**src/hw/dpd_pkg.sv**
```systemverilog
// Purpose: Shared constants and types for the oscillator, divider and mode logic.
// Assumes: System clock of 100 MHz; the loop filter and phase detector sit outside.
// Notes: Frequency words are phase increments of a 32-bit accumulator per system clock.
package dpd_pkg;
  localparam longint unsigned CLK_HZ = 64'd100000000;
  localparam longint unsigned FAST_HZ = 64'd65536000;
  localparam longint unsigned FRAME_HZ = 64'd8000;
  localparam longint unsigned T1_KHZ = 64'd1544;
  localparam longint unsigned FAST_KHZ = 64'd65536;
  localparam longint unsigned LOCK_TIME_S = 64'd50;
  localparam longint unsigned STORE_TIME_MS = 64'd32;
  localparam longint unsigned FREERUN_OFS_PPB = 64'd30;
  localparam longint unsigned SLOPE_NS_X10 = 64'd76;
  localparam longint unsigned SLOPE_WIN_NS_X10 = 64'd1250000;
  localparam logic [32:0] LOCK_CYCLES_DEF = 33'(LOCK_TIME_S * CLK_HZ);
  localparam logic [21:0] STORE_CYCLES_DEF = 22'(STORE_TIME_MS * CLK_HZ / 64'd1000);
  localparam logic [31:0] FCW_NOM = 32'((FAST_HZ << 32) / CLK_HZ);
  localparam logic [31:0] FCW_FREE_OFS = 32'(64'(FCW_NOM) * FREERUN_OFS_PPB / 64'd1000000000);
  localparam logic signed [31:0] SLOPE_LIM = 32'(64'(FCW_NOM) * SLOPE_NS_X10 / SLOPE_WIN_NS_X10);
  localparam logic [15:0] T1_INC = 16'((T1_KHZ << 16) / FAST_KHZ);
  localparam logic [12:0] FRAME_LAST = 13'(FAST_HZ / FRAME_HZ - 64'd1);
  localparam logic [12:0] FRAME_HALF = 13'h0004;
  localparam int BITCLK_BIT = 2;
  localparam int E1_BIT = 4;
  localparam logic [3:0] ADDR_MODE = 4'h0;
  localparam logic [3:0] ADDR_HKEEP = 4'h1;
  localparam logic [3:0] ADDR_HOLD_LO = 4'h2;
  localparam logic [3:0] ADDR_HOLD_HI = 4'h3;
  localparam int MODE_FDM_LSB = 0;
  localparam int MODE_HOLD_RST = 2;
  localparam int MODE_PREF_SEC = 3;
  localparam int MODE_FREQ_LSB = 4;
  localparam int MODE_PRI_MASTER = 6;
  localparam logic [6:0] MODE_RESET = 7'h40;
  localparam logic [1:0] FDM_STATUS = 2'h0;
  localparam logic [1:0] FDM_PINS = 2'h1;
  localparam int SYNC_W = 8;
  localparam int S_PRIMARY_REFERENCE = 0;
  localparam int S_SECONDARY_REFERENCE = 1;
  localparam int S_GRP_A = 2;
  localparam int S_GRP_B = 3;
  localparam int S_FRM_A = 4;
  localparam int S_FRM_B = 5;
  localparam int S_LOS_PRI = 6;
  localparam int S_LOS_SEC = 7;
  typedef enum logic [1:0] {
    FREQ_8K = 2'h0,
    FREQ_1M544 = 2'h1,
    FREQ_2M048 = 2'h2,
    FREQ_8M192 = 2'h3
  } dpd_freq_t;
  typedef enum logic [4:0] {
    ST_NORMAL_PRI = 5'h01,
    ST_NORMAL_SEC = 5'h02,
    ST_HOLD_PRI = 5'h04,
    ST_HOLD_SEC = 5'h08,
    ST_FREERUN = 5'h10
  } dpd_mode_t;
endpackage : dpd_pkg

```
**src/hw/dpd_dco_divider.sv**
```systemverilog
// Purpose: Oscillator, output divider, feedback select and Normal/Holdover/Freerun control.
// Assumes: Loop filter offset and lock flag arrive on CLK; reference pins are asynchronous.
// Notes: Clocks leave as registered levels sampled at 100 MHz, so edges carry 10 ns of jitter.
// What this block does
// - Normal mode locks to the selected reference.
// - Holdover runs at the stored Normal frequency.
// - Freerun runs at the centre frequency less the 0.03 ppm offset.
// - Derive the 65.536 MHz internal working clock.
// - Make bit, E1, T1 clocks and frame pulse.
// - Bit, E1 and T1 clocks have 50% duty.
// - Frame low marks the bit clock boundary edge.
// - 8 kHz reference aligns the output frame.
// - Line-rate references leave frame position free.
// - Backplane reference resyncs frame to input frame.
// - Feedback mux picks the matching divider output.
// - Primary or secondary state follows preferred reference.
// - Holdover reset bit in Holdover forces Freerun.
// - Accept 8k, 1.544, 2.048, 8.192 MHz references.
// - Phase lock expected within 50 seconds.
// - Mode 01 with both loss pins gives Holdover.
// - Mode 00 with loss status 11 gives Holdover.
// - Store frequency every 32 ms, alternating slots.
// - Holdover uses the older stored sample.
// - Freerun adds the -0.03 ppm design offset.
// - Backplane reference modes follow clock edge for edge.
// - Primary master uses the filtered loop offset.
// - Limit output phase slope to 7.6 ns/125 us.
//
// Our own choices: the address map and the address-and-strobe port.
`timescale 1ns/1ps
module dpd_dco_divider #(
  parameter logic [32:0] LOCK_CYCLES = dpd_pkg::LOCK_CYCLES_DEF,
  parameter logic [21:0] STORE_CYCLES = dpd_pkg::STORE_CYCLES_DEF
) (
  input wire logic CLK,
  input wire logic RESETN,
  input wire logic [3:0] ADDR,
  input wire logic [15:0] WDATA,
  input wire logic WR,
  input wire logic RD,
  output logic [15:0] RDATA,
  input wire logic PRIMARY_REFERENCE,
  input wire logic SECONDARY_REFERENCE,
  input wire logic BIT_CLOCK_GROUP_A,
  input wire logic BIT_CLOCK_GROUP_B,
  input wire logic BACKPLANE_FRAME_A_N,
  input wire logic BACKPLANE_FRAME_B_N,
  input wire logic PRIMARY_LOSS_INPUT,
  input wire logic SECONDARY_LOSS_INPUT,
  input wire logic PRIMARY_LOSS_STATUS,
  input wire logic SECONDARY_LOSS_STATUS,
  input wire logic signed [31:0] LOOP_FREQ_OFFSET,
  input wire logic LOOP_LOCKED,
  output logic INTERNAL_FAST_CLOCK,
  output logic BACKPLANE_BIT_CLOCK_OUT,
  output logic E1_RATE_CLOCK,
  output logic T1_RATE_CLOCK_OUT,
  output logic BACKPLANE_FRAME_PULSE_OUT_N,
  output logic PHASE_FEEDBACK,
  output logic MTIE_FEEDBACK,
  output dpd_pkg::dpd_mode_t LOOP_MODE
);
  import dpd_pkg::*;

  // Two-stage synchronisers for every pin that is not on CLK.
  logic [SYNC_W-1:0] pins;
  logic [SYNC_W-1:0] sync1_r;
  logic [SYNC_W-1:0] sync2_r;
  logic [SYNC_W-1:0] sync3_r;
  assign pins = {SECONDARY_LOSS_INPUT, PRIMARY_LOSS_INPUT, BACKPLANE_FRAME_B_N, BACKPLANE_FRAME_A_N,
                 BIT_CLOCK_GROUP_B, BIT_CLOCK_GROUP_A, SECONDARY_REFERENCE, PRIMARY_REFERENCE};
  genvar gi;
  generate
    for (gi = 0; gi < SYNC_W; gi++) begin : g_sync
      always_ff @(posedge CLK) begin
        if (!RESETN) begin
          sync1_r[gi] <= 1'b0;
          sync2_r[gi] <= 1'b0;
          sync3_r[gi] <= 1'b0;
        end else begin
          sync1_r[gi] <= pins[gi];
          sync2_r[gi] <= sync1_r[gi];
          sync3_r[gi] <= sync2_r[gi];
        end
      end
    end
  endgenerate

  // Control register fields and loss status.
  logic [1:0] fdm_r;
  logic hold_rst_r;
  logic pref_sec_r;
  dpd_freq_t freq_r;
  logic pri_master_r;
  logic pri_status_r;
  logic sec_status_r;
  logic wr_mode;
  assign wr_mode = WR && (ADDR == ADDR_MODE);

  always_ff @(posedge CLK) begin
    if (!RESETN) begin
      fdm_r <= MODE_RESET[MODE_FDM_LSB +: 2];
      hold_rst_r <= MODE_RESET[MODE_HOLD_RST];
      pref_sec_r <= MODE_RESET[MODE_PREF_SEC];
      freq_r <= dpd_freq_t'(MODE_RESET[MODE_FREQ_LSB +: 2]);
      pri_master_r <= MODE_RESET[MODE_PRI_MASTER];
    end else if (wr_mode) begin
      fdm_r <= WDATA[MODE_FDM_LSB +: 2];
      hold_rst_r <= WDATA[MODE_HOLD_RST];
      pref_sec_r <= WDATA[MODE_PREF_SEC];
      freq_r <= dpd_freq_t'(WDATA[MODE_FREQ_LSB +: 2]);
      pri_master_r <= WDATA[MODE_PRI_MASTER];
    end
  end

  always_ff @(posedge CLK) begin
    if (!RESETN) begin
      pri_status_r <= 1'b0;
      sec_status_r <= 1'b0;
    end else begin
      pri_status_r <= PRIMARY_LOSS_STATUS;
      sec_status_r <= SECONDARY_LOSS_STATUS;
    end
  end

  // Mode state machine.
  dpd_mode_t state_r;
  dpd_mode_t state_nxt;
  dpd_mode_t norm_pick;
  dpd_mode_t hold_pick;
  logic hold_cond;
  logic is_normal;
  logic is_hold;
  logic enter_hold;
  assign hold_cond = ((fdm_r == FDM_PINS) && sync2_r[S_LOS_PRI] && sync2_r[S_LOS_SEC]) ||
                     ((fdm_r == FDM_STATUS) && pri_status_r && sec_status_r);
  assign norm_pick = pref_sec_r ? ST_NORMAL_SEC : ST_NORMAL_PRI;
  assign hold_pick = pref_sec_r ? ST_HOLD_SEC : ST_HOLD_PRI;
  assign is_normal = (state_r == ST_NORMAL_PRI) || (state_r == ST_NORMAL_SEC);
  assign is_hold = (state_r == ST_HOLD_PRI) || (state_r == ST_HOLD_SEC);
  assign enter_hold = is_normal && hold_cond;

  always_comb begin
    state_nxt = state_r;
    case (state_r)
      ST_NORMAL_PRI, ST_NORMAL_SEC: begin
        state_nxt = hold_cond ? hold_pick : norm_pick;
      end
      ST_HOLD_PRI, ST_HOLD_SEC: begin
        if (hold_rst_r) begin
          state_nxt = ST_FREERUN;
        end else if (!hold_cond) begin
          state_nxt = norm_pick;
        end else begin
          state_nxt = hold_pick;
        end
      end
      ST_FREERUN: begin
        // A held reset bit keeps the loop free running until software drops it.
        if (!hold_cond && !hold_rst_r) begin
          state_nxt = norm_pick;
        end
      end
      default: begin
        state_nxt = ST_FREERUN;
      end
    endcase
  end

  always_ff @(posedge CLK) begin
    if (!RESETN) begin
      state_r <= ST_FREERUN;
    end else begin
      state_r <= state_nxt;
    end
  end

  // Holdover storage: two slots written alternately while locked.
  logic [21:0] store_cnt_r;
  logic store_wr_sel_r;
  logic [31:0] slot_r [2];
  logic [31:0] hold_word_r;
  logic store_pulse;
  logic store_run;
  assign store_run = is_normal && LOOP_LOCKED;
  assign store_pulse = store_run && (store_cnt_r == STORE_CYCLES - 22'h000001);

  always_ff @(posedge CLK) begin
    if (!RESETN || !store_run) begin
      store_cnt_r <= 22'h000000;
    end else if (store_pulse) begin
      store_cnt_r <= 22'h000000;
    end else begin
      store_cnt_r <= store_cnt_r + 22'h000001;
    end
  end

  logic [31:0] dco_word_r;
  always_ff @(posedge CLK) begin
    if (!RESETN) begin
      store_wr_sel_r <= 1'b0;
      slot_r[0] <= FCW_NOM;
      slot_r[1] <= FCW_NOM;
    end else if (store_pulse) begin
      slot_r[store_wr_sel_r] <= dco_word_r;
      store_wr_sel_r <= ~store_wr_sel_r;
    end
  end

  // The slot due for the next write holds the sample that is 32 to 64 ms old.
  always_ff @(posedge CLK) begin
    if (!RESETN) begin
      hold_word_r <= FCW_NOM;
    end else if (enter_hold) begin
      hold_word_r <= slot_r[store_wr_sel_r];
    end
  end

  // Oscillator frequency word.
  logic signed [31:0] ofs_clamped;
  logic [31:0] dco_word_nxt;
  assign ofs_clamped = (LOOP_FREQ_OFFSET > SLOPE_LIM) ? SLOPE_LIM :
                       (LOOP_FREQ_OFFSET < -SLOPE_LIM) ? -SLOPE_LIM : LOOP_FREQ_OFFSET;
  // Both Normal states take the filtered offset whatever the primary master bit; the filter itself sits upstream.
  assign dco_word_nxt = is_normal ? FCW_NOM + $unsigned(ofs_clamped) :
                        is_hold ? hold_word_r :
                        FCW_NOM - FCW_FREE_OFS;

  always_ff @(posedge CLK) begin
    if (!RESETN) begin
      dco_word_r <= FCW_NOM - FCW_FREE_OFS;
    end else begin
      dco_word_r <= dco_word_nxt;
    end
  end

  // Phase accumulator; its carry is one tick of the 65.536 MHz working clock.
  logic [31:0] acc_r;
  logic [32:0] acc_sum;
  logic fast_tick;
  assign acc_sum = {1'b0, acc_r} + {1'b0, dco_word_r};
  assign fast_tick = acc_sum[32];

  always_ff @(posedge CLK) begin
    if (!RESETN) begin
      acc_r <= 32'h00000000;
    end else begin
      acc_r <= acc_sum[31:0];
    end
  end

  // Frame divider and reference alignment.
  logic [12:0] cnt_r;
  logic [15:0] t1_acc_r;
  logic ref_sel_s;
  logic ref_rise;
  logic grp_sel_s;
  logic frm_fall;
  logic resync;
  logic follow;
  assign ref_sel_s = pref_sec_r ? sync2_r[S_SECONDARY_REFERENCE] : sync2_r[S_PRIMARY_REFERENCE];
  assign ref_rise = ref_sel_s && !(pref_sec_r ? sync3_r[S_SECONDARY_REFERENCE] : sync3_r[S_PRIMARY_REFERENCE]);
  assign grp_sel_s = pref_sec_r ? sync2_r[S_GRP_B] : sync2_r[S_GRP_A];
  assign frm_fall = (pref_sec_r ? sync3_r[S_FRM_B] : sync3_r[S_FRM_A]) &&
                    !(pref_sec_r ? sync2_r[S_FRM_B] : sync2_r[S_FRM_A]);
  assign follow = is_normal && (freq_r == FREQ_8M192);
  // Line-rate references never resync, so the frame lands wherever the divider stands.
  assign resync = is_normal && (((freq_r == FREQ_8K) && ref_rise) ||
                                (follow && frm_fall));

  always_ff @(posedge CLK) begin
    if (!RESETN) begin
      cnt_r <= 13'h0000;
    end else if (resync) begin
      cnt_r <= 13'h0000;
    end else if (fast_tick) begin
      cnt_r <= (cnt_r == FRAME_LAST) ? 13'h0000 : cnt_r + 13'h0001;
    end
  end

  always_ff @(posedge CLK) begin
    if (!RESETN) begin
      t1_acc_r <= 16'h0000;
    end else if (fast_tick) begin
      t1_acc_r <= t1_acc_r + T1_INC;
    end
  end

  // Output clocks; bit clock rises as the count wraps, inside the low frame window.
  logic bitclk_nxt;
  logic frame_n_nxt;
  logic fb_nxt;
  assign bitclk_nxt = follow ? grp_sel_s : !cnt_r[BITCLK_BIT];
  assign frame_n_nxt = !((cnt_r >= FRAME_LAST - FRAME_HALF + 13'h0001) || (cnt_r < FRAME_HALF));

  always_comb begin
    case (freq_r)
      FREQ_8K: fb_nxt = BACKPLANE_FRAME_PULSE_OUT_N;
      FREQ_1M544: fb_nxt = T1_RATE_CLOCK_OUT;
      FREQ_2M048: fb_nxt = E1_RATE_CLOCK;
      FREQ_8M192: fb_nxt = BACKPLANE_BIT_CLOCK_OUT;
      default: fb_nxt = 1'b0;
    endcase
  end

  always_ff @(posedge CLK) begin
    if (!RESETN) begin
      INTERNAL_FAST_CLOCK <= 1'b0;
      BACKPLANE_BIT_CLOCK_OUT <= 1'b0;
      E1_RATE_CLOCK <= 1'b0;
      T1_RATE_CLOCK_OUT <= 1'b0;
      BACKPLANE_FRAME_PULSE_OUT_N <= 1'b1;
      PHASE_FEEDBACK <= 1'b0;
      MTIE_FEEDBACK <= 1'b0;
      LOOP_MODE <= ST_FREERUN;
    end else begin
      INTERNAL_FAST_CLOCK <= acc_r[31];
      BACKPLANE_BIT_CLOCK_OUT <= bitclk_nxt;
      E1_RATE_CLOCK <= !cnt_r[E1_BIT];
      T1_RATE_CLOCK_OUT <= t1_acc_r[15];
      BACKPLANE_FRAME_PULSE_OUT_N <= frame_n_nxt;
      PHASE_FEEDBACK <= fb_nxt;
      MTIE_FEEDBACK <= fb_nxt;
      LOOP_MODE <= state_r;
    end
  end

  // Lock watchdog: flags a loop that has not locked within the allowed time.
  logic [32:0] lock_cnt_r;
  logic lock_late_r;
  logic [2:0] ref_id_r;
  logic ref_switch;
  assign ref_switch = ref_id_r != {pref_sec_r, freq_r};

  always_ff @(posedge CLK) begin
    if (!RESETN) begin
      ref_id_r <= {MODE_RESET[MODE_PREF_SEC], MODE_RESET[MODE_FREQ_LSB +: 2]};
      lock_cnt_r <= 33'h000000000;
      lock_late_r <= 1'b0;
    end else begin
      ref_id_r <= {pref_sec_r, freq_r};
      if (ref_switch || LOOP_LOCKED || !is_normal) begin
        lock_cnt_r <= 33'h000000000;
        lock_late_r <= 1'b0;
      end else if (lock_cnt_r == LOCK_CYCLES - 33'h000000001) begin
        lock_late_r <= 1'b1;
      end else begin
        lock_cnt_r <= lock_cnt_r + 33'h000000001;
      end
    end
  end

  // Register read port; unmapped addresses read zero.
  logic [15:0] rd_mux;
  assign rd_mux = (ADDR == ADDR_MODE) ? {9'h000, pri_master_r, freq_r, pref_sec_r, hold_rst_r, fdm_r} :
                  (ADDR == ADDR_HKEEP) ? {7'h00, state_r, lock_late_r, LOOP_LOCKED, sec_status_r, pri_status_r} :
                  (ADDR == ADDR_HOLD_LO) ? hold_word_r[15:0] :
                  (ADDR == ADDR_HOLD_HI) ? hold_word_r[31:16] : 16'h0000;

  always_ff @(posedge CLK) begin
    if (!RESETN) begin
      RDATA <= 16'h0000;
    end else begin
      RDATA <= RD ? rd_mux : 16'h0000;
    end
  end
endmodule : dpd_dco_divider

```
**config.mk**
```make
export PLATFORM = sky130hd
export DESIGN_NAME = dpd_dco_divider
export DESIGN_NICKNAME = d
export VERILOG_FILES = /design/src/hw/dpd_pkg.sv /design/src/hw/dpd_dco_divider.sv
export SDC_FILE = /design/constraint.sdc
export NUM_CORES = 1
export LEC_CHECK = 0
export BUFFER_PORTS_ARGS = -buffer_cell sky130_fd_sc_hd__buf_2
export CELL_PAD_IN_SITES_DETAIL_PLACEMENT = 1
export CELL_PAD_IN_SITES_GLOBAL_PLACEMENT = 2
export CORE_MARGIN = 1.5
export CORE_UTILIZATION = 41
export DETAILED_ROUTE_END_ITERATION = 7
export GPL_ROUTABILITY_DRIVEN = 0
export PLACE_DENSITY_LB_ADDON = 0.1
export SETUP_SLACK_MARGIN = 0.02
export SLEW_MARGIN = 15
export SYNTH_ARGS = -nofsm -noshare
export SYNTH_HDL_FRONTEND = slang
export SYNTH_SLANG_ARGS = --single-unit
```
**constraint.sdc**
```tcl
create_clock -name CLK -period 8.1 [get_ports CLK]
set_clock_uncertainty 0.15 [all_clocks]
set_input_delay 0.81 -clock CLK [delete_from_list [all_inputs] [get_ports CLK]]
set_output_delay 0.81 -clock CLK [all_outputs]
set_load 0.02 [all_outputs]
```
# == Word level (Yosys, flattened, before mapping) ==
# Memories as Yosys holds them, arrays and structs flattened. A register that Yosys moved wholly into a read port is not among the register bits.
# Cells that the tools add are included.
# totals
word_cells,153
ff_bits,214
memories,1
out_inout_bits,28
ramBits,64
# op_classes
muxes,29
magnitude_cmp,4
eq_ne,17
n_bitwise,3
reduce_logical,46
add_sub_neg,6
# mem_list
name,words,width,read_ports,rd_ports_with_merged_regs,write_ports,line_no,text
slot_r,2,32,1,1,2,dpd_dco_divider.sv:181,logic [31:0] slot_r [2];
# ops
op,n
two-way mux 32 bit,5
adder 32 x 32 -> 33 bit,1
"adder 33 x 1 -> 33 bit, second input constant",1
"== test 33 bit, second input constant",1
"adder 32 bit, first input constant",1
"> comparator 32 x 19 -> 1 bit, second input constant",1
"less-than comparator 32 x 19 -> 1 bit, second input constant",1
two-way mux 16 bit,2
OR reduction 32 bit,1
"adder 22 x 1 -> 22 bit, second input constant",1
"== test 22 bit, second input constant",1
"adder 16 x 11 -> 16 bit, second input constant",1
logical AND 1 bit,15
case mux 5 bit (3 select lines),1
"adder 13 x 1 -> 13 bit, second input constant",1
"== test 13 bit, second input constant",1
">= comparator 13 bit, second input constant",1
"less-than comparator 13 x 3 -> 1 bit, second input constant",1
two-way mux 13 bit,1
two-way mux 1 bit,12
zero test 1 bit,11
two-way mux 5 bit,2
OR reduction 2 bit,5
two-way mux 9 bit,1
22 further kinds,36

# == Longest topological paths before layout ==
# Gate-level depths: netlist (run 1).
# depth
word_depth,9
depth_mapped,21

# == Worst setup path after synthesis (run 1) ==
# OpenSTA, ideal clock, no wires.
# synth_timing
path_type,in2reg
from,in LOOP_FREQ_OFFSET[21]
to,reg dco_word_r[28]
setup_ns,0.060
path_stages,19
path_slack_ns,3.518
arrival_ns,4.373
path_cell_list,clkbuf_1 nand3_1 nor4_1 o21ai_0 ha_1 clkbuf_1 inv_1 o21a_1 clkbuf_1 nand2_1 ha_1 nand2b_1 a21oi_1 o211a_1 o21bai_1 o21a_1 nand4_1 a2111oi_0 a221o_1
# synth_via
elab_chain_len,5
word_cells_on_any_way,6
classes_between,1 x add/sub; 2 x order compare; 3 x mux
# synth_lines
element,line_no,text
start: declaration,dpd_dco_divider.sv:52,"input wire logic signed [31:0] LOOP_FREQ_OFFSET,"
less-than comparator 32 x 19 -> 1 bit,dpd_dco_divider.sv:223,(LOOP_FREQ_OFFSET < -SLOPE_LIM) ? -SLOPE_LIM : LOOP_FREQ_OFFSET;
two-way mux 32 bit,dpd_dco_divider.sv:223,
two-way mux 32 bit *,dpd_dco_divider.sv:222,assign ofs_clamped = (LOOP_FREQ_OFFSET > SLOPE_LIM) ? SLOPE_LIM :
adder 32 bit *,dpd_dco_divider.sv:225,assign dco_word_nxt = is_normal ? FCW_NOM + $unsigned(ofs_clamped) :
two-way mux 32 bit *,dpd_dco_divider.sv:225,
end signal: assignment,dpd_dco_divider.sv:231,dco_word_r <= FCW_NOM - FCW_FREE_OFS;
end signal: assignment,dpd_dco_divider.sv:233,dco_word_r <= dco_word_nxt;
end: declaration,dpd_dco_divider.sv:198,logic [31:0] dco_word_r;
# Mark *: on every way between the ends. The rest lies on a longest branch, timed or not.
# A chain may end at the register's enable or synchronous reset.

# == Final worst setup path (run 1) ==
# layout_timing
from,in LOOP_FREQ_OFFSET[21]
to,reg dco_word_r[24]
# The elaborated chain is that of the path after synthesis.

==> results of run 1 <==
[critical path, cell delays in order]
cell and delay (ns):
buf_2 0.17, nand3_1 0.28, nor4_1 0.30, o21ai_0 0.14, ha_1 0.83, inv_1 0.36, o21a_1 0.35, nand2_1 0.16
ha_1 0.19, nand2b_1 0.10, a21oi_1 0.31, o21ai_0 0.25, a21o_1 0.21, a21o_1 0.20, a221oi_1 0.25, o21ai_0 0.14
xnor2_1 0.33, a21oi_1 0.13
[stage by stage]
stage          cells  instance area [sq um]    util  total power [mW]
2_1_floorplan   1556                  14390       -             2.275
3_3_place_gp    2039                  15260  0.4419             2.445
3_5_place_dp    2039                  15260  0.4419             2.465
4_1_cts         2105                  16500  0.4776             4.135
5_1_grt         2105                  16500  0.4776             4.290
6_report        2105                  16500  0.4776             4.093
[sequential cells by signal, summed over array words and instances, names as in the netlist, 13 cells and up]
name	flops
slot_r	64
lock_cnt_r	33
dco_word_r	32
t1_acc_r	13
acc_r	32
RDATA	16
hold_word_r	32
store_cnt_r	22
cnt_r	13
[cell type report]
cell class	count	area (sq um)
clock inverters	15	145.1
well taps	455	569.3
fillers	3987	18040
flip-flops and latches	307	6788
inverters	25	93.84
repair buffers	103	560.5
clock buffers	51	1090
multi-input cells	1149	7252
[metal layers]
metal / up-vias / routed length, um / GRT usage
met5: - / 0 / 0
met4: 0 / 889 / 0.05996
met3: 49 / 1274 / 0.02503
met2: 167 / 18980 / 0.3792
met1: 5567 / 18580 / 0.2959
li1: 5580 / - / -
[cell families (layout without fill, tap and decap cells)]
group           count (synthesis)  count (layout)  synth area share
fa+ha+maj                      40              40           0.03530
compound gates                267             267            0.1245
buf+inv                       100             194           0.02773
mux                            37              37           0.02669
flops                         307             307            0.4716
simple gates                  677             677            0.2363
xor+xnor                      128             128           0.07790
[power by group]
part           total (mW)  internal (mW)  switching (mW)
clock                1.66           1.01           0.649
sequential           1.70           1.66          0.0482
combinational       0.734          0.294           0.439
total                4.09           2.96            1.14
[worst min path at each step]
stage / from / end / slack, ns / cells after the start
finish: sync1_r[7]$_SDFF_PN0_ / sync2_r[7]$_SDFF_PN0_ / 0.27 / 1
global route: sync1_r[6]$_SDFF_PN0_ / sync2_r[6]$_SDFF_PN0_ / 0.30 / 1
CTS: sync1_r[7]$_SDFF_PN0_ / sync2_r[7]$_SDFF_PN0_ / 0.28 / 1
detailed placement: sync1_r[7]$_SDFF_PN0_ / sync2_r[7]$_SDFF_PN0_ / 0.27 / 1
global placement: sync1_r[7]$_SDFF_PN0_ / sync2_r[7]$_SDFF_PN0_ / 0.27 / 1
floorplan: sync1_r[0]$_SDFF_PN0_ / sync2_r[0]$_SDFF_PN0_ / 0.26 / 1
[cells in the mapped netlist (35+ instances only)]
master      n  area (sq um)
dfxtp_1   243          4865
nor2_1    209         784.5
nand2_1   121         454.2
and2_1     78         488.0
nand3_1    71         355.3
a21oi_1    69         345.3
xor2_1     68         595.6
edfxtp_1   64          1922
xnor2_1    60         525.5
clkbuf_1   59         221.5
nand2b_1   52         325.3
o21ai_0    50         250.2
ha_1       39         488.0
mux2i_1    35         350.3
==> results by group, run 1 <==
Placed design
  – Place WS: between 2 and 2.5 ns
  – Port Buffers: 85
  – Hpwl dp: ~28000 um

Setup path
  – R2R Setup Slk: between 4 and 5 ns
  – WP data arrival: 5.51 ns
  – Crit start category: input port
  – Worst-path maximum fanout: 26
  – Critical path class: in -> reg
  – Beginning of the critical path: LOOP_FREQ_OFFSET[21]
  – Worst Setup End Kind: register
  – Path depth of the worst reg2reg path: 11
  – Worst setup endpoint: dco_word_r[24]$_SDFF_PN1_
  – Worst r2r src: store_cnt_r[0]$_SDFF_PP0_
  – Crit Reg-Reg Endpoint: slot_r[1][25]$_SDFFCE_PN1P_
  – Crit path required time: 8.33 ns

Synth
  – Mapped Cells: 1556
  – Yosys reg bits: 307
  – Netlist cell types: between 80 and 90
  – Post-synthesis sequential area ratio: 0.4716
  – Post-synth EDFFs: 64
  – Post-Syn Nets: around 1700
  – Syn. warnings: 0
  – Dominant synthesized flop cell: dfxtp_1
  – Ys async rst share: 0
  – Post-synthesis cell area: 14390 sq um
  – Avg Cell Area, Syn: 9.249 sq um

Finish
  – Area grow syn2layout: 14.64%
  – # diodes: 0
  – Commonest non-fill, non-tap cell in the layout: dfxtp_1
  – Most frequent cells in the layout: dfxtp_1 (242), nor2_1 (208), nand2_1 (121)
  – Layout cells sized above 1: 0.1188
  – Final nets: 1729

Timing
  – Final setup fails: 0
  – Setup TNS: 0 ns
  – RSZ-0062 raised after global routing: no
  – Post-route setup slack: 2.812 ns
  – Final hold vios: 0
  – Least-Margin Pin Slew: between 1 and 1.5 ns
  – Max frequency: approximately 0.19 GHz
  – Minimum clock period: 5.288 ns
  – Slew Viols, Final: 0
  – Period utilization: 0.6529
  – Max-slew headroom: 0.3061
  – Hold_ws: between 0.2 and 0.3 ns

Clock tree
  – Hold Buf Count CTS: 0
  – Number of post-CTS setup repair buffers: 0
  – Worst-skew pair later-pin latency: 0.52 ns
  – Maximum clock insertion buffer count: 3
  – CTS resizes: 0
  – Clk root buf: clkbuf_16
  – H-tree level count: 2
  – Clock slew at reported path FFs: 0.06 ns
  – CTS Buf Count: 36
  – CTS sink cnt: 307
  – CTS tree: yes

Floorplanning
  – FP Rows: 68
  – Io pins: 95
  – Die height: 190.4 um
  – Core box area: 34540 sq um
  – Die X: 190.4 um
  – Initial core utilization: 0.4166
  – Die ar.: 36230 sq um

Global routing
  – First-pass GRT wire length: ~64000 um
  – Largest net degree at the start of global routing: 55
  – Initial antenna violation count: 0
  – Overflow after GRT: 0
  – Number of global-route vias before repair: about 12000
  – Global-route usage over all layers: 0.2217

Routing
  – Drt pass-1 iters: 5
  – Routed WL per cell: between 15 and 20 um
  – ANT nets after route: 0
  – Vias post-DR: 11360
  – Drt drc: 0
  – Vias per inst: 5.398
  – Initial DRC Count: approximately 490
  – Post-Route WL: 39720 um

Job
  – Number of max-cap violations: 0

Outcome
  – Outcome: finished, final reports clean

Power
  – Power per Cell Area: between 200 and 250 nW/um^2
  – Maximum resistive drop on vdd: between 0.15 and 0.2 mV
  – Leakage power: approximately 6.2 nW

Hold path
  – Min-delay worst type: reg -> reg
No activity file was read; power rests on OpenSTA's default activity.
==> inputs of run 2 (changes only) <==
- ABC_AREA: unset -> 1
- CORE_UTILIZATION: 41 -> 35
- clock period: 8.1 -> 5.2 ns (I/O delays scaled with it)
==> run 2 against run 1 <==
Clock power is 52% higher. Synthesized cell count is 41% higher. Largest power group unchanged. Critical endpoint is now dco_word_r[14]$_SDFF_PN0_. Core utilization is 7.2 points lower. Setup slack worse by 1.3 ns.
==> results by group, run 2 <==
Synth
  – Avg Cell Area, Syn: 7.168 sq um
  – Post-synth top area share: 0.3096
  – Netlist cell types: 58
  – Ys async rst share: 0
  – Largest area contributor in the netlist: dfxtp_1
  – Yosys reg bits: 307
  – Post-synth EDFFs: 64
  – Mapped Cells: 2192
  – Post-synthesis sequential area ratio: 0.4319
  – Dominant synthesized flop cell: dfxtp_1
  – Synth top cells by count: nand2_1 (495), inv_1 (301), dfxtp_1 (243), nor2_1 (233), a21oi_1 (219)
  – Most frequent cell after synthesis: nand2_1
  – Syn. warnings: 0
  – Post-synthesis cell area: 15710 sq um
  – Synth area leaders: dfxtp_1 (31%), edfxtp_1 (12%), nand2_1 (12%), inv_1 (7.2%), a21oi_1 (7.0%)
  – Post-Syn Nets: 2299

Power
  – Power per Cell Area: 345.1 nW/um^2
  – Leakage power: just under 8 nW
  – Maximum resistive drop on vdd: 0.2225 mV

Timing
  – Minimum clock period: 3.665 ns
  – Final hold vios: 0
  – Least-Margin Pin Slew: 1.122 ns
  – RSZ-0062 raised after global routing: no
  – Max-slew headroom: 0.2511
  – Max frequency: 0.2728 GHz
  – Setup TNS: 0 ns
  – Period utilization: 0.7049
  – Slew Viols, Final: 0
  – Final setup fails: 0

Hold path
  – Hold wc startpoint: SECONDARY_LOSS_INPUT
  – WHS Path Cells: 3
  – Hold path endpoint: sync1_r[7]$_SDFF_PN0_
  – Min-delay worst type: in -> reg

Setup path
  – Crit path cell chain: buf_2 -> inv_1 -> nor3_1 -> o41ai_1 -> a21oi_1 -> o2111ai_1 -> ha_1 -> clkinv_1 -> buf_4 -> nand3_2 -> ha_1 -> inv_1 -> o211ai_1 -> nor2_1 -> nand2_1 -> nand2_1 -> nand2_1 -> nand2_1 -> nand2_1 -> o21ai_0 -> inv_1
  – Path depth of the worst reg2reg path: 19
  – Crit path required time: 5.50 ns
  – Most Frequent Cell on Critical Path: nand2_1
  – Crit Reg-Reg Endpoint: cnt_r[5]$_SDFFE_PP0P_
  – Crit start category: input port
  – Worst-path maximum fanout: 27
  – Crit path largest cell delay: approximately 0.43 ns
  – Critical path class: in -> reg
  – Worst Setup End Kind: register
  – WP depth: 21
  – R2R Setup Slk: 1.57 ns
  – CP max-delay cell: ha_1
  – Worst r2r src: dco_word_r[0]$_SDFF_PN1_
  – Crit-path leading delay family: compound AO/OA/AOI/OAI gates
  – WP data arrival: 3.96 ns
  – Worst Path Buf+Inv: 6

Clock tree
  – CTS sink cnt: 307
  – CTS tree: yes
  – Number of post-CTS setup repair buffers: 0
  – Clock slew at reported path FFs: around 0.060 ns
  – CTS Buf Count: 38
  – CTS resizes: 0
  – Worst-skew pair later-pin latency: between 0.5 and 0.6 ns
  – Maximum clock insertion buffer count: 3
  – Clk root buf: clkbuf_16
  – Hold Buf Count CTS: 6
  – H-tree level count: 2

Placed design
  – Port Buffers: 85
  – Inst Count DP: 2820
  – Hpwl dp: 36730 um

Floorplanning
  – Initial core utilization: 0.3553
  – Die ar.: 46170 sq um
  – Io pins: 95
  – Core box area: 44220 sq um
  – FP Rows: between 70 and 80
  – Die X: 214.9 um
  – Die height: 214.9 um

Finish
  – Layout cells sized above 1: 0.09253
  – Final Util: 0.4059
  – Reg with most FFs: slot_r
  – Final nets: 2381
  – Max FFs per register: 64
  – # diodes: 0
  – Most frequent cells in the layout: nand2_1 (495), inv_1 (301), dfxtp_1 (242)
  – Top Registers: slot_r x64, lock_cnt_r x33
  – Post-route insts no fill: 2894
  – Fillers: 5551
  – Area grow syn2layout: 14.25%
  – Commonest non-fill, non-tap cell in the layout: nand2_1

Global routing
  – First-pass GRT wire length: 79870 um
  – Largest net degree at the start of global routing: 55
  – Initial antenna violation count: 1
  – Number of global-route vias before repair: 14710
  – Overflow after GRT: 0
  – Global-route usage over all layers: 0.2169

Routing
  – Drt pass-1 iters: 5
  – Drt drc: 0
  – Routed WL per cell: about 17 um
  – ANT nets after route: 0
  – Post-Route WL: 49180 um
  – Initial DRC Count: around 640
  – Vias per inst: approximately 5
  – Vias post-DR: between 10000 and 15000

Outcome
  – Outcome: finished, final reports clean

Job
  – Number of max-cap violations: 0
==> run 2: cells by family (layout without fill, tap and decap cells) <==
family          Yosys count  after routing  share of synthesized area
buf+inv                 387            497                    0.09643
flops                   307            307                     0.4319
fa+ha+maj                40             40                    0.03233
xor+xnor                 23             23                    0.01282
simple gates            989            989                     0.2712
compound gates          446            446                     0.1553
==> run 2: how the worst max path moves through the flow <==
stage / from / to / slack [ns]
floorplan: LOOP_FREQ_OFFSET[7] / dco_word_r[28]$_SDFF_PN0_ / 1.79
global placement: LOOP_FREQ_OFFSET[7] / dco_word_r[14]$_SDFF_PN0_ / 1.08
detailed placement: LOOP_FREQ_OFFSET[7] / dco_word_r[30]$_SDFF_PN0_ / 1.00
CTS: dco_word_r[0]$_SDFF_PN1_ / cnt_r[5]$_SDFFE_PP0P_ / 1.50
global route: dco_word_r[0]$_SDFF_PN1_ / cnt_r[12]$_SDFFE_PP0P_ / 1.17
finish: LOOP_FREQ_OFFSET[7] / dco_word_r[14]$_SDFF_PN0_ / 1.53
==> run 2: layout make-up <==
cell class                      count  area [sq um]  area share
Tap cell                          592         740.7     0.04126
Multi-Input combinational cell   1498          7416      0.4131
Timing Repair Buffer              108         628.1     0.03499
Inverter                          321          1206     0.06719
Sequential cell                   307          6788      0.3781
Clock buffer                       54          1072     0.05973
Clock inverter                     14         100.1    0.005576
==> run 2: worst reg2reg max path: cells and delay by family, from the launching register on <==
kind,cells,cell delay [ns]
adders and majority gates,2,0.60
AOI/OAI and AO/OA,4,0.62
and+or+nand+nor,9,0.98
DFF,1,0.42
buffers and inverters,4,0.76
==> run 2: routing by layer <==
| layer | global-route usage | share of wire | vias to the layer above |
|---|---|---|---|
| met2 | 0.3766 | 0.48 | 163 |
| met3 | 0.03355 | 0.033 | 57 |
| met4 | 0.05235 | 0.019 | 0 |
| li1 | - | - | 7332 |
| met5 | 0 | 0 | - |
| met1 | 0.2811 | 0.47 | 6929 |
==> run 2: power breakdown <==
group / switching, mW / total (mW) / leakage, nW / internal, mW
sequential: 0.0631 / 2.63 / 2.61 / 2.57
combinational: 0.707 / 1.04 / 4.68 / 0.333
clock: 1.08 / 2.52 / 0.581 / 1.45
total: 1.85 / 6.19 / 7.87 / 4.35
==> run 2: stage by stage <==
stage               hold slack, ns  setup WS (ns)  power (mW)  cell area [sq um]
floorplan                   0.2405          1.795       3.410              15710
global placement            0.2472          1.082       3.688              16720
detailed placement          0.2506          1.005       3.721              16720
CTS                        0.01023          1.502       6.281              17950
global route               0.02387          1.171       6.539              17950
finish                     0.03369          1.535       6.195              17950
